$ cat src/include/sdpi_pkg.sv
// Contract
// - Reset input is active low and asynchronous
// - Hard reset starts on power-good rising edge
// - Drive system reset output to other components
// - Latch data pins 20..0 into straps
// - Shared pin: chip select, address 12 or bank 1
// - Row then column on shared address lines
// - Chip selects enable or mask the memories
// - 64-bit data; half bank holds upper half high
// - Four active-low row strobes, one per bank
// - Row strobes driven and read back
// - Eight active-low column strobes, one per lane
// - Column strobes driven and read back
// - One write enable: high read, low write
// - Controller steps on the memory clock input
// - Generate the memory clock output internally
// - Host transactions arrive from the host clock
package sdpi_pkg;

	// Reference clock rate and reset stretch time.
	localparam int unsigned REF_CLK_MHZ    = 50;
	localparam int unsigned RST_HOLD_NS    = 1000;
	localparam int unsigned RST_HOLD_CYC   = (RST_HOLD_NS * REF_CLK_MHZ + 999) / 1000;
	localparam int unsigned RST_CNT_W      = 8;
	localparam logic [7:0]  RST_CNT_LOAD   = 8'(RST_HOLD_CYC);

	// Bus widths.
	localparam int unsigned DATA_W  = 64;
	localparam int unsigned HALF_W  = 32;
	localparam int unsigned STRAP_W = 21;
	localparam int unsigned ADDR_W  = 11;
	localparam int unsigned ROW_W   = 12;
	localparam int unsigned BANKS   = 4;
	localparam int unsigned LANES   = 8;

	// Strap field positions.
	localparam int unsigned STRAP_DENS_LSB = 0;
	localparam int unsigned STRAP_BANK4    = 2;
	localparam int unsigned STRAP_HALF     = 3;

	// Part density codes held in the straps.
	localparam logic [1:0] DENS_16M  = 2'h0;
	localparam logic [1:0] DENS_64M  = 2'h1;
	localparam logic [1:0] DENS_128M = 2'h2;

	// Reset values.
	localparam logic [STRAP_W-1:0] STRAP_RST = 21'h000000;
	localparam logic [DATA_W-1:0]  DATA_RST  = 64'h0000000000000000;

	// A host request, held stable by the host until it is acknowledged.
	typedef struct packed {
		logic                write;
		logic [1:0]          chip;
		logic [1:0]          bank;
		logic [ROW_W-1:0]    row;
		logic [ADDR_W-1:0]   col;
		logic [LANES-1:0]    lane_en;
		logic [DATA_W-1:0]   wdata;
	} sdpi_req_t;

	// Access sequencer states.
	typedef enum logic [1:0] {
		ST_IDLE = 2'b00,
		ST_ACT  = 2'b01,
		ST_RW   = 2'b10,
		ST_DONE = 2'b11
	} sdpi_state_t;

endpackage

$ cat src/logic/sdpi_top.sv
`timescale 1ns/1ps
module sdpi_top
	import sdpi_pkg::*;
(
	input  wire logic                 REF_CLK,
	input  wire logic                 NRST,
	input  wire logic                 CE,
	input  wire logic                 SYSTEM_RESET_IN_N,
	output logic                      SYSTEM_RESET_OUT_N,
	output logic [STRAP_W-1:0]        STRAP_REGISTERS,
	input  wire logic                 MEMORY_CLOCK_IN,
	output logic                      MEMORY_CLOCK_OUT,
	input  wire logic                 HOST_REQ_TGL,
	input  wire sdpi_req_t            HOST_REQ,
	output logic                      HOST_ACK_TGL,
	output logic [DATA_W-1:0]         HOST_RDATA,
	output logic [2:0]                CHIP_SEL_N,
	output logic                      SHARED_CS3_A12_BA1,
	output logic                      BANK_ADDR0,
	output logic [ADDR_W-1:0]         MEM_ROW_COL_ADDR,
	output logic [BANKS-1:0]          ROW_STROBE_N_O,
	output logic                      ROW_STROBE_N_OE,
	input  wire logic [BANKS-1:0]     ROW_STROBE_N_I,
	output logic [LANES-1:0]          COL_STROBE_N_O,
	output logic                      COL_STROBE_N_OE,
	input  wire logic [LANES-1:0]     COL_STROBE_N_I,
	output logic                      MEM_WRITE_EN_N,
	output logic [DATA_W-1:0]         MEM_DATA_O,
	output logic [DATA_W-1:0]         MEM_DATA_OE,
	input  wire logic [DATA_W-1:0]    MEM_DATA_I,
	output logic                      STROBE_MISMATCH
);

	// Synchroniser stages for every input from outside the reference clock except HOST_REQ, which is captured directly.
	logic [1:0]            pg_sync_q, pg_sync_d;           // Power-good / reset input.
	logic                  pg_prev_q, pg_prev_d;           // Last settled power-good level.
	logic [1:0]            mck_sync_q, mck_sync_d;         // Memory clock input.
	logic                  mck_prev_q, mck_prev_d;         // Last settled memory clock level.
	logic [1:0]            req_sync_q, req_sync_d;         // Host request toggle.
	logic                  req_prev_q, req_prev_d;         // Toggle level already served.
	logic [BANKS-1:0]      ras_s1_q, ras_s2_q;             // Row strobe readback.
	logic [LANES-1:0]      cas_s1_q, cas_s2_q;             // Column strobe readback.
	logic [DATA_W-1:0]     md_s1_q, md_s2_q;               // Data pins, for straps and reads.

	// Edge detection taken from the second stage only.
	logic pg_rise;
	logic mck_rise;
	logic req_new;

	assign pg_rise  = pg_sync_q[1] & ~pg_prev_q;
	assign mck_rise = mck_sync_q[1] & ~mck_prev_q;
	assign req_new  = req_sync_q[1] ^ req_prev_q;

	// Compute the next synchroniser values.
	always_comb begin
		pg_sync_d  = {pg_sync_q[0], SYSTEM_RESET_IN_N};
		pg_prev_d  = pg_sync_q[1];
		mck_sync_d = {mck_sync_q[0], MEMORY_CLOCK_IN};
		mck_prev_d = mck_sync_q[1];
		req_sync_d = {req_sync_q[0], HOST_REQ_TGL};
	end

	// Register the synchronisers; the readback stages are pure flops.
	always_ff @(posedge REF_CLK) begin
		if (!NRST) begin
			pg_sync_q  <= 2'h0;
			pg_prev_q  <= 1'h0;
			mck_sync_q <= 2'h0;
			mck_prev_q <= 1'h0;
			req_sync_q <= 2'h0;
			ras_s1_q   <= 4'hF;
			ras_s2_q   <= 4'hF;
			cas_s1_q   <= 8'hFF;
			cas_s2_q   <= 8'hFF;
			md_s1_q    <= DATA_RST;
			md_s2_q    <= DATA_RST;
		end else if (CE) begin
			pg_sync_q  <= pg_sync_d;
			pg_prev_q  <= pg_prev_d;
			mck_sync_q <= mck_sync_d;
			mck_prev_q <= mck_prev_d;
			req_sync_q <= req_sync_d;
			ras_s1_q   <= ROW_STROBE_N_I;
			ras_s2_q   <= ras_s1_q;
			cas_s1_q   <= COL_STROBE_N_I;
			cas_s2_q   <= cas_s1_q;
			md_s1_q    <= MEM_DATA_I;
			md_s2_q    <= md_s1_q;
		end
	end

	// Hard reset sequencer state.
	logic [RST_CNT_W-1:0]  rst_cnt_q, rst_cnt_d;   // Remaining stretch cycles.
	logic                  sys_rst_n_q, sys_rst_n_d; // System reset output level.
	logic [STRAP_W-1:0]    strap_q, strap_d;       // Power-up configuration straps.
	logic                  hard_rst;               // Sequencer held in reset.

	// Low input holds reset; its rising edge loads straps and stretches reset.
	always_comb begin
		rst_cnt_d   = rst_cnt_q;
		strap_d     = strap_q;
		sys_rst_n_d = sys_rst_n_q;
		if (!pg_sync_q[1]) begin
			rst_cnt_d   = RST_CNT_LOAD;
			sys_rst_n_d = 1'b0;
		end else if (pg_rise) begin
			strap_d     = md_s2_q[STRAP_W-1:0];
			rst_cnt_d   = RST_CNT_LOAD;
			sys_rst_n_d = 1'b0;
		end else if (rst_cnt_q != '0) begin
			rst_cnt_d   = rst_cnt_q - 8'h01;
		end else begin
			sys_rst_n_d = 1'b1;
		end
	end

	assign hard_rst = ~sys_rst_n_q;

	// Register the reset sequencer.
	always_ff @(posedge REF_CLK) begin
		if (!NRST) begin
			rst_cnt_q   <= RST_CNT_LOAD;
			strap_q     <= STRAP_RST;
			sys_rst_n_q <= 1'b0;
		end else if (CE) begin
			rst_cnt_q   <= rst_cnt_d;
			strap_q     <= strap_d;
			sys_rst_n_q <= sys_rst_n_d;
		end
	end

	// Strap decoding.
	logic       dens_16m;   // Shared pin serves as fourth chip select.
	logic       bank4;      // Four internal banks per device.
	logic       half_bank;  // Only the lower data half is fitted.

	assign dens_16m  = strap_q[STRAP_DENS_LSB +: 2] == DENS_16M;
	assign bank4     = strap_q[STRAP_BANK4];
	assign half_bank = strap_q[STRAP_HALF];

	// One-hot active-low select of a single device or bank.
	function automatic logic [3:0] sel_n(input logic [1:0] idx);
		sel_n = ~(4'h1 << idx);
	endfunction

	// Access sequencer and pin state.
	sdpi_state_t           st_q, st_d;             // Sequencer state.
	sdpi_req_t             req_q, req_d;           // Captured host request.
	logic                  ack_q, ack_d;           // Acknowledge toggle.
	logic [DATA_W-1:0]     rdata_q, rdata_d;       // Read data to host.
	logic [2:0]            cs_n_q, cs_n_d;         // Chip selects 0..2.
	logic                  shared_q, shared_d;     // Shared pin level.
	logic                  ba0_q, ba0_d;           // Bank address bit 0.
	logic [ADDR_W-1:0]     addr_q, addr_d;         // Multiplexed address.
	logic [BANKS-1:0]      ras_n_q, ras_n_d;       // Row strobes.
	logic [LANES-1:0]      cas_n_q, cas_n_d;       // Column strobes.
	logic                  we_n_q, we_n_d;         // Write enable.
	logic [DATA_W-1:0]     dout_q, dout_d;         // Data driven out.
	logic [DATA_W-1:0]     doe_q, doe_d;           // Data drive enables.
	logic                  oe_q;                   // Strobe pin enables.
	logic                  mism_q, mism_d;         // Readback mismatch flag.
	logic [BANKS+LANES-1:0] drv1_q, drv1_d;        // Driven strobes, one cycle old.
	logic [BANKS+LANES-1:0] drv2_q, drv2_d;        // Driven strobes, aligned to readback.
	logic [3:0]            cs_all_n;               // Select over four devices.

	assign cs_all_n = sel_n(req_q.chip);

	// Next values of the sequencer; each step waits for a memory clock rise.
	always_comb begin
		st_d     = st_q;
		req_d    = req_q;
		ack_d    = ack_q;
		rdata_d  = rdata_q;
		cs_n_d   = cs_n_q;
		shared_d = shared_q;
		ba0_d    = ba0_q;
		addr_d   = addr_q;
		ras_n_d  = ras_n_q;
		cas_n_d  = cas_n_q;
		we_n_d   = we_n_q;
		dout_d   = dout_q;
		doe_d    = doe_q;
		req_prev_d = req_prev_q;
		// Strobes read back differently from what was driven.
		// The readback lags two flops, so compare against equally delayed drive.
		drv1_d   = {ras_n_q, cas_n_q};
		drv2_d   = drv1_q;
		mism_d   = {ras_s2_q, cas_s2_q} != drv2_q;
		case (st_q)
			ST_IDLE: begin
				if (req_new && mck_rise) begin
					req_d      = HOST_REQ;
					req_prev_d = req_sync_q[1];
					st_d       = ST_ACT;
				end
			end
			ST_ACT: begin
				if (mck_rise) begin
					cs_n_d   = cs_all_n[2:0];
					ba0_d    = req_q.bank[0];
					addr_d   = req_q.row[ADDR_W-1:0];
					ras_n_d  = sel_n(req_q.bank);
					// Shared pin use depends on the fitted parts.
					if (dens_16m) begin
						shared_d = cs_all_n[3];
					end else if (bank4) begin
						shared_d = req_q.bank[1];
					end else begin
						shared_d = req_q.row[ROW_W-1];
					end
					st_d     = ST_RW;
				end
			end
			ST_RW: begin
				if (mck_rise) begin
					ras_n_d = 4'hF;
					addr_d  = req_q.col;
					if (!dens_16m && !bank4) begin
						shared_d = 1'b0;
					end
					cas_n_d = ~req_q.lane_en;
					we_n_d  = ~req_q.write;
					if (req_q.write) begin
						dout_d = req_q.wdata;
						doe_d  = {DATA_W{1'b1}};
						if (half_bank) begin
							dout_d[DATA_W-1:HALF_W] = {HALF_W{1'b1}};
						end
					end
					st_d    = ST_DONE;
				end
			end
			ST_DONE: begin
				if (mck_rise) begin
					rdata_d = md_s2_q;
					if (half_bank) begin
						rdata_d[DATA_W-1:HALF_W] = {HALF_W{1'b1}};
					end
					cs_n_d   = 3'h7;
					shared_d = dens_16m | shared_q;
					cas_n_d  = 8'hFF;
					we_n_d   = 1'b1;
					doe_d    = DATA_RST;
					ack_d    = ~ack_q;
					st_d     = ST_IDLE;
				end
			end
			default: begin
				st_d = ST_IDLE;
			end
		endcase
	end

	// Register the sequencer; a hard reset returns every pin to idle.
	always_ff @(posedge REF_CLK) begin
		if (!NRST || (CE && hard_rst)) begin
			st_q       <= ST_IDLE;
			req_q      <= '0;
			// A hard reset marks the current toggle as served and keeps the ack level,
			// so the host sees neither a phantom request nor a phantom completion.
			req_prev_q <= req_sync_q[1] & NRST;
			ack_q      <= ack_q & NRST;
			rdata_q    <= DATA_RST;
			cs_n_q     <= 3'h7;
			shared_q   <= 1'b1;
			ba0_q      <= 1'b0;
			addr_q     <= '0;
			ras_n_q    <= 4'hF;
			cas_n_q    <= 8'hFF;
			we_n_q     <= 1'b1;
			dout_q     <= DATA_RST;
			doe_q      <= DATA_RST;
			mism_q     <= 1'b0;
			drv1_q     <= {(BANKS+LANES){1'b1}};
			drv2_q     <= {(BANKS+LANES){1'b1}};
		end else if (CE) begin
			st_q       <= st_d;
			req_q      <= req_d;
			req_prev_q <= req_prev_d;
			ack_q      <= ack_d;
			rdata_q    <= rdata_d;
			cs_n_q     <= cs_n_d;
			shared_q   <= shared_d;
			ba0_q      <= ba0_d;
			addr_q     <= addr_d;
			ras_n_q    <= ras_n_d;
			cas_n_q    <= cas_n_d;
			we_n_q     <= we_n_d;
			dout_q     <= dout_d;
			doe_q      <= doe_d;
			mism_q     <= mism_d;
			drv1_q     <= drv1_d;
			drv2_q     <= drv2_d;
		end
	end

	// Memory clock output divider and strobe pin enables.
	logic mck_out_q, mck_out_d;

	// The divider stands in for the internal clock generator.
	always_comb begin
		mck_out_d = ~mck_out_q;
	end

	// Register the divider; strobe enables rise right after reset.
	always_ff @(posedge REF_CLK) begin
		if (!NRST) begin
			mck_out_q <= 1'b0;
			oe_q      <= 1'b0;
		end else if (CE) begin
			mck_out_q <= mck_out_d;
			oe_q      <= 1'b1;
		end
	end

	// Every output comes straight from a flip-flop.
	assign SYSTEM_RESET_OUT_N = sys_rst_n_q;
	assign STRAP_REGISTERS    = strap_q;
	assign MEMORY_CLOCK_OUT   = mck_out_q;
	assign HOST_ACK_TGL       = ack_q;
	assign HOST_RDATA         = rdata_q;
	assign CHIP_SEL_N         = cs_n_q;
	assign SHARED_CS3_A12_BA1 = shared_q;
	assign BANK_ADDR0         = ba0_q;
	assign MEM_ROW_COL_ADDR   = addr_q;
	assign ROW_STROBE_N_O     = ras_n_q;
	assign ROW_STROBE_N_OE    = oe_q;
	assign COL_STROBE_N_O     = cas_n_q;
	assign COL_STROBE_N_OE    = oe_q;
	assign MEM_WRITE_EN_N     = we_n_q;
	assign MEM_DATA_O         = dout_q;
	assign MEM_DATA_OE        = doe_q;
	assign STROBE_MISMATCH    = mism_q;

endmodule

$ cat config.mk
export PLATFORM = sky130hd
export DESIGN_NAME = sdpi_top
export DESIGN_NICKNAME = d
export VERILOG_FILES = /design/src/include/sdpi_pkg.sv /design/src/logic/sdpi_top.sv
export SDC_FILE = /design/constraint.sdc
export NUM_CORES = 1
export LEC_CHECK = 0
export BUFFER_PORTS_ARGS = -buffer_cell sky130_fd_sc_hd__buf_2
export CAP_MARGIN = 20
export CORE_ASPECT_RATIO = 1.25
export CORE_MARGIN = 2
export CORE_UTILIZATION = 51
export DETAILED_ROUTE_END_ITERATION = 8
export HOLD_SLACK_MARGIN = 0.15
export PLACE_DENSITY = 0.87
export SLEW_MARGIN = 20
export SYNTH_ARGS = -nofsm -noshare
export SYNTH_HDL_FRONTEND = slang
export SYNTH_SLANG_ARGS = --single-unit
$ cat constraint.sdc
create_clock -name REF_CLK -period 2.4 [get_ports REF_CLK]
set_input_delay 0.36 -clock REF_CLK [delete_from_list [all_inputs] [get_ports REF_CLK]]
set_output_delay 0.36 -clock REF_CLK [all_outputs]
set_load 0.01 [all_outputs]
# [Word level (Yosys, flattened, before mapping)]
# Index checks and enable logic that the tools add are counted.
# Widths: inputs -> output; s select.
[word_totals] reg_bits=542 latchBits=0 mem_bits_rw=0 mem_bits_ro=0 input_bits=182 output_inout_bits=248 elab_cells=150 n_memories=0
[classes] addsub=1 multipliers=0 div=0 n_lt_le_gt_ge=0 eq_ne=12 shift=2 muxes=47 n_bitwise=15 n_reduce_logical=34
[op_table] operator="$mux 64" count=3
[op_table] operator="$pmux 64 s2" count=1
[op_table] operator="$mux 32" count=2
[op_table] operator="$mux 8" count=5
[op_table] operator="$mux 11" count=2
[op_table] operator="$pmux 11 s2" count=1
[op_table] operator="$mux 1" count=19
[op_table] operator="$reduce_and 3->1" count=6
[op_table] operator="$pmux 8 s2" count=1
[op_table] operator="$reduce_and 4->1" count=4
[op_table] operator="$reduce_bool 2->1" count=8
[op_table] operator="$ne 12x12->1" count=1
[op_table] operator="$ne 2x2->1 const B" count=6
[op_table] operator="$reduce_and 5->1" count=2
[op_table] operator="$mux 2" count=4
[op_table] operator="$mux 4" count=2
[op_table] operator="$not 4->4" count=2
[op_table] operator="$not 8->8" count=1
[op_table] operator="$pmux 2 s4" count=1
[op_table] operator="$pmux 4 s2" count=1
[op_table] operator="$reduce_bool 8->1" count=1
[op_table] operator="$shl 1x2->4 const A" count=2
[op_table] operator="$sub 8x1->8 const B" count=1
[op_table] operator="$mux 3" count=2
[op_table] operator="18 further kinds" count=33

# [Logic depth before layout (Yosys ltp)]
[logic_depth] word_depth=7 depth_mapped=8

# [Worst setup path after synthesis]
# OpenSTA, ideal clock, no wires.
[synth_path] path_kind="reg-to-output" startpoint="reg, netlist name MEM_DATA_OE[62]" endpoint="out MEM_DATA_OE[10]" t_arrival_ps=1677 t_required_ps=2040 path_slack_ps=363 path_stages_with_launch=2 path_buffers=1 path_cell_list="dfxtp_1 -> buf_4"
[synth_lines] item="end: declaration" line_no="sdpi_top.sv:29" text="output logic [DATA_W-1:0] MEM_DATA_OE,"

# [Final worst setup path]
[layout_path] startpoint="reg st_q[0]" endpoint="reg dout_q[48], in the netlist MEM_DATA_O[48]"
[layout_via] elab_chain_cells=2
[layout_rtl] item="start: declaration" line_no="sdpi_top.sv:147" text="sdpi_state_t st_q, st_d;"
[layout_rtl] item="start signal: assignment" line_no="sdpi_top.sv:277" text="st_q <= st_d;"
[layout_rtl] item="$eq 2x2->1" line_no="sdpi_top.sv:189" text="case (st_q)"
[layout_rtl] item="$reduce_and 4->1 (no line)"
[layout_rtl] item="end signal: assignment" line_no="sdpi_top.sv:289" text="dout_q <= dout_d;"
[layout_rtl] item="end: declaration" line_no="sdpi_top.sv:158" text="logic [DATA_W-1:0] dout_q, dout_d;"
# No other way between the ends.
# A chain may end at the register's enable or synchronous reset.

==> results.md <==
- Reg2reg start: st_q[0]$_SDFFE_PN0P_
- CTS tree: done
- Dpl ws: ~0.36 ns
- Most used cell, CP: nor3_1
- Core area: 35300 sq um
- Hpwl dp: ~31 mm
- Final Hold Vio Count: 0
- Clk_lat worst skew: approximately 0.57 ns
- Critical Path Slowest Stage Cell: ha_1
- Worst-path fanout max: 24
- Fraction of registers with async set/reset: 0
- Hold path endpoint: cas_s2_q[0]$_SDFFE_PN1P_
- Mapped Cells: 2003
- Critical path class: reg2reg
- Worst Setup SP: st_q[0]$_SDFFE_PN0P_
- Power Total: between 15000 and 20000 uW
- Crit path launch type: flip-flop
- Placer congestion estimate: around 0.84
- H-tree levels: 2
- Pwr Density: 708 nW/um^2
- Antenna violations before repair: 9
- Hold path cells: 2
- Worst-Margin Slew: between 1 and 1.5 ns
- Required time of the worst setup path: about 2.8 ns
- Slew Limit Fails: 0
- # DRC: 1
- Die Span X: approximately 170 um
- Syn_nets: approximately 2200
- Final critical-path share of the clock period: 0.907
- Final WS setup: approximately 0.22 ns
- Top cells by count, synth: dfxtp_1, nand2_1, mux2i_1
- Port bufs: ~430
- Clock-pin slew on the worst setup and hold paths: 0.07 ns
- Arr. time, crit path: about 2.6 ns
- Initial core utilization: 0.516
- Layout fillers: approximately 2400
- Status: finished with violations
- Total grt overflow: 0
- Lkg Pwr: between 0.009 and 0.01 uW
- Clock Tree Root: clkbuf_16
- Setup Fix Bufs, Post-CTS: 0
- Logic gate share of total power: 0.061
- Max_cap viols: 0
- Vias in the first global route: approximately 17000
- Clock Skews: about 0.029 ns
- Setup TNS: 0 ns
- Buffers & Inverters on Critical Path: 2
- # setup viols final: 0
- Via count: 16444
- Routed Antenna Nets: 0
- Clk sinks: between 400 and 500
- Die Area: between 30000 and 40000 sq um
- Area leader, netlist: dfxtp_1
- Register area share after synthesis: 0.528
- Reg2reg setup slack: 0.22 ns
- Num CTS Buffers: 44
- Slowest cell delay on critical path: around 0.49 ns
- Predominant post-synthesis flop cell: dfxtp_1
- Clock Path Buffers: 3
- Post-Syn Area per Cell: 9.09 sq um
- Fmax: between 0.4 and 0.5 GHz
- Vias per Instance: ~5.5
- IO Pins: 430
- Number of synthesized flops with an enable pin: 2
- Std cell rows: 77
- Yosys Warn Count: 0
- Internal cell power: approximately 13000 uW
- Syn Std Cell Area: between 15000 and 20000 sq um
- Area contributors post-synth: dfxtp_1, mux2i_1, nand2_1
- Synth Register Bits: around 480
- NumNets Final: between 2000 and 3000
- Relative slew slack: 0.265
- Layout cells sized above 1: 0.220
- Psw: 3680 uW
- Worst setup EP type: flip-flop
- P&R area growth vs syn: 29.6%
- Global-route wire length before repair: a little under 90 mm
- Initial DRT Pass Iterations: 9
- Hold_sp: NRST
- RSZ-0062 raised after global routing: false
- Switching Fraction: 0.220
- RR Endpoint: MEM_DATA_O[48]$_SDFFE_PN0P_
- Routed WL: roughly 57 mm
- Worst hold path class: in2reg
- GRT Util Overall: 0.297
- Sequential power share: 0.490
- Chip Height: between 200 and 250 um
- Tmin final: 2.18 ns
- Routed WL per cell: roughly 19 um
- Yosys cell types: 57
- Count leader, synth: dfxtp_1
- Worst r2r path cells: 6
- DR iter-0 viols: about 1400
- Failing checks: design-rule violations
- Max VDD drop: 0.567 mV
- CP cell instances: inv_1 -> ha_1 -> nand3_4 -> buf_12 -> nor3_1 -> nor3_1
- Pin count of the biggest net entering global routing: about 130
- Clock share of power: 0.450
- Crit path max-delay family: simple AND/OR/NAND/NOR gates
- Synth top area share: 0.525
==> worst register-to-register path: stages, from the launching register on <==
cell and delay (ns):
dfxtp_1 0.35, inv_1 0.10, ha_1 0.49, nand3_4 0.32
buf_12 0.27, nor3_1 0.36, nor3_1 0.15
==> worst max-delay path by stage <==
stage	to	slack, ns	cells past startpoint
after global routing	MEM_DATA_O[48]$_SDFFE_PN0P_	0.08	6
after detailed placement	MEM_DATA_O[53]$_SDFFE_PN0P_	0.36	6
after floorplan	MEM_DATA_OE[10]	0.36	1
after global placement	MEM_DATA_O[36]$_SDFFE_PN0P_	0.46	6
final	MEM_DATA_O[48]$_SDFFE_PN0P_	0.22	6
after CTS	MEM_DATA_O[48]$_SDFFE_PN0P_	0.20	6
==> routing by layer <==
layer,global-route usage,vias up,share of wire
met5,0,-,0.0011
met4,0.188,10,0.065
met3,0.0962,268,0.088
met2,0.506,916,0.48
met1,0.317,7731,0.36
li1,-,7519,-
==> kinds of logic (layout without fill, tap and decap cells) <==
family          after synthesis  in the layout  synth area share
fa+ha+maj                     5              5           0.00344
buf+inv                     212            726            0.0639
xor+xnor                     17             17           0.00818
other cells                   0              4                 0
compound gates              244            244            0.0764
simple gates                850            850             0.212
flops                       479            479             0.528
mux                         196            196             0.108
==> layout make-up <==
| cell class | instances | area, sq um | share of cell area |
|---|---|---|---|
| antenna | 4 | 10.0 | 0.000424 |
| clock buffer | 65 | 1360 | 0.0578 |
| clock inverter | 16 | 204 | 0.00865 |
| inverter | 8 | 30.0 | 0.00127 |
| multi-input combinational | 1312 | 7480 | 0.317 |
| sequential | 479 | 9610 | 0.408 |
| tap | 474 | 593 | 0.0251 |
| timing repair buffer | 637 | 4300 | 0.182 |
==> sequential cells by signal (all words and copies together), names as in the netlist, 12 cells and up <==
name / cells
MEM_DATA_O: 64
md_s1_q: 64
md_s2_q: 64
HOST_RDATA: 64
STRAP_REGISTERS: 21
drv2_q: 12
drv1_q: 12
req_q: 100
==> power groups by stage <==
stage | Combinational, uW | Clock, uW | Sequential (uW)
floorplan | 466 | 0 | 8330
global placement | 707 | 0 | 8340
detailed placement | 727 | 0 | 8350
CTS | 964 | 7530 | 8170
global route | 1070 | 7880 | 8190
finish | 1010 | 7500 | 8180
==> cells in the final DEF (no fill, tap or decap), drive strengths merged, types with 6 or more instances in the layout <==
master / instances
dfxtp: 477
buf: 457
nand2: 432
mux2i: 196
dlygate4sd3: 180
a21oi: 172
nor2b: 138
nor3: 131
nor2: 108
clkbuf: 65
a21boi: 24
o21ai: 15
xnor2: 14
a211oi: 12
inv: 10
a211o: 8
clkinv: 8
nand3: 6
==> what timing repair did <==
| item | CTS | global route |
|---|---|---|
| hold buffers | 180 | 0 |
| endpoints found under the setup margin | 0 | 1 |
| gates resized for setup | 0 | 1 |
| endpoints found under the hold margin | 180 | 0 |
==> through the flow <==
stage | cell area [sq um] | utilization | hold WS [ns] | instances
2_1_floorplan | 18200 | - | 0.431 | 2003
3_3_place_gp | 20200 | 0.573 | 0.437 | 2730
3_5_place_dp | 20200 | 0.573 | 0.444 | 2730
4_1_cts | 23600 | 0.668 | 0.152 | 2991
5_1_grt | 23600 | 0.669 | 0.191 | 2993
6_report | 23600 | 0.669 | 0.176 | 2995
Note: power is estimated with default switching activity, not from simulation.
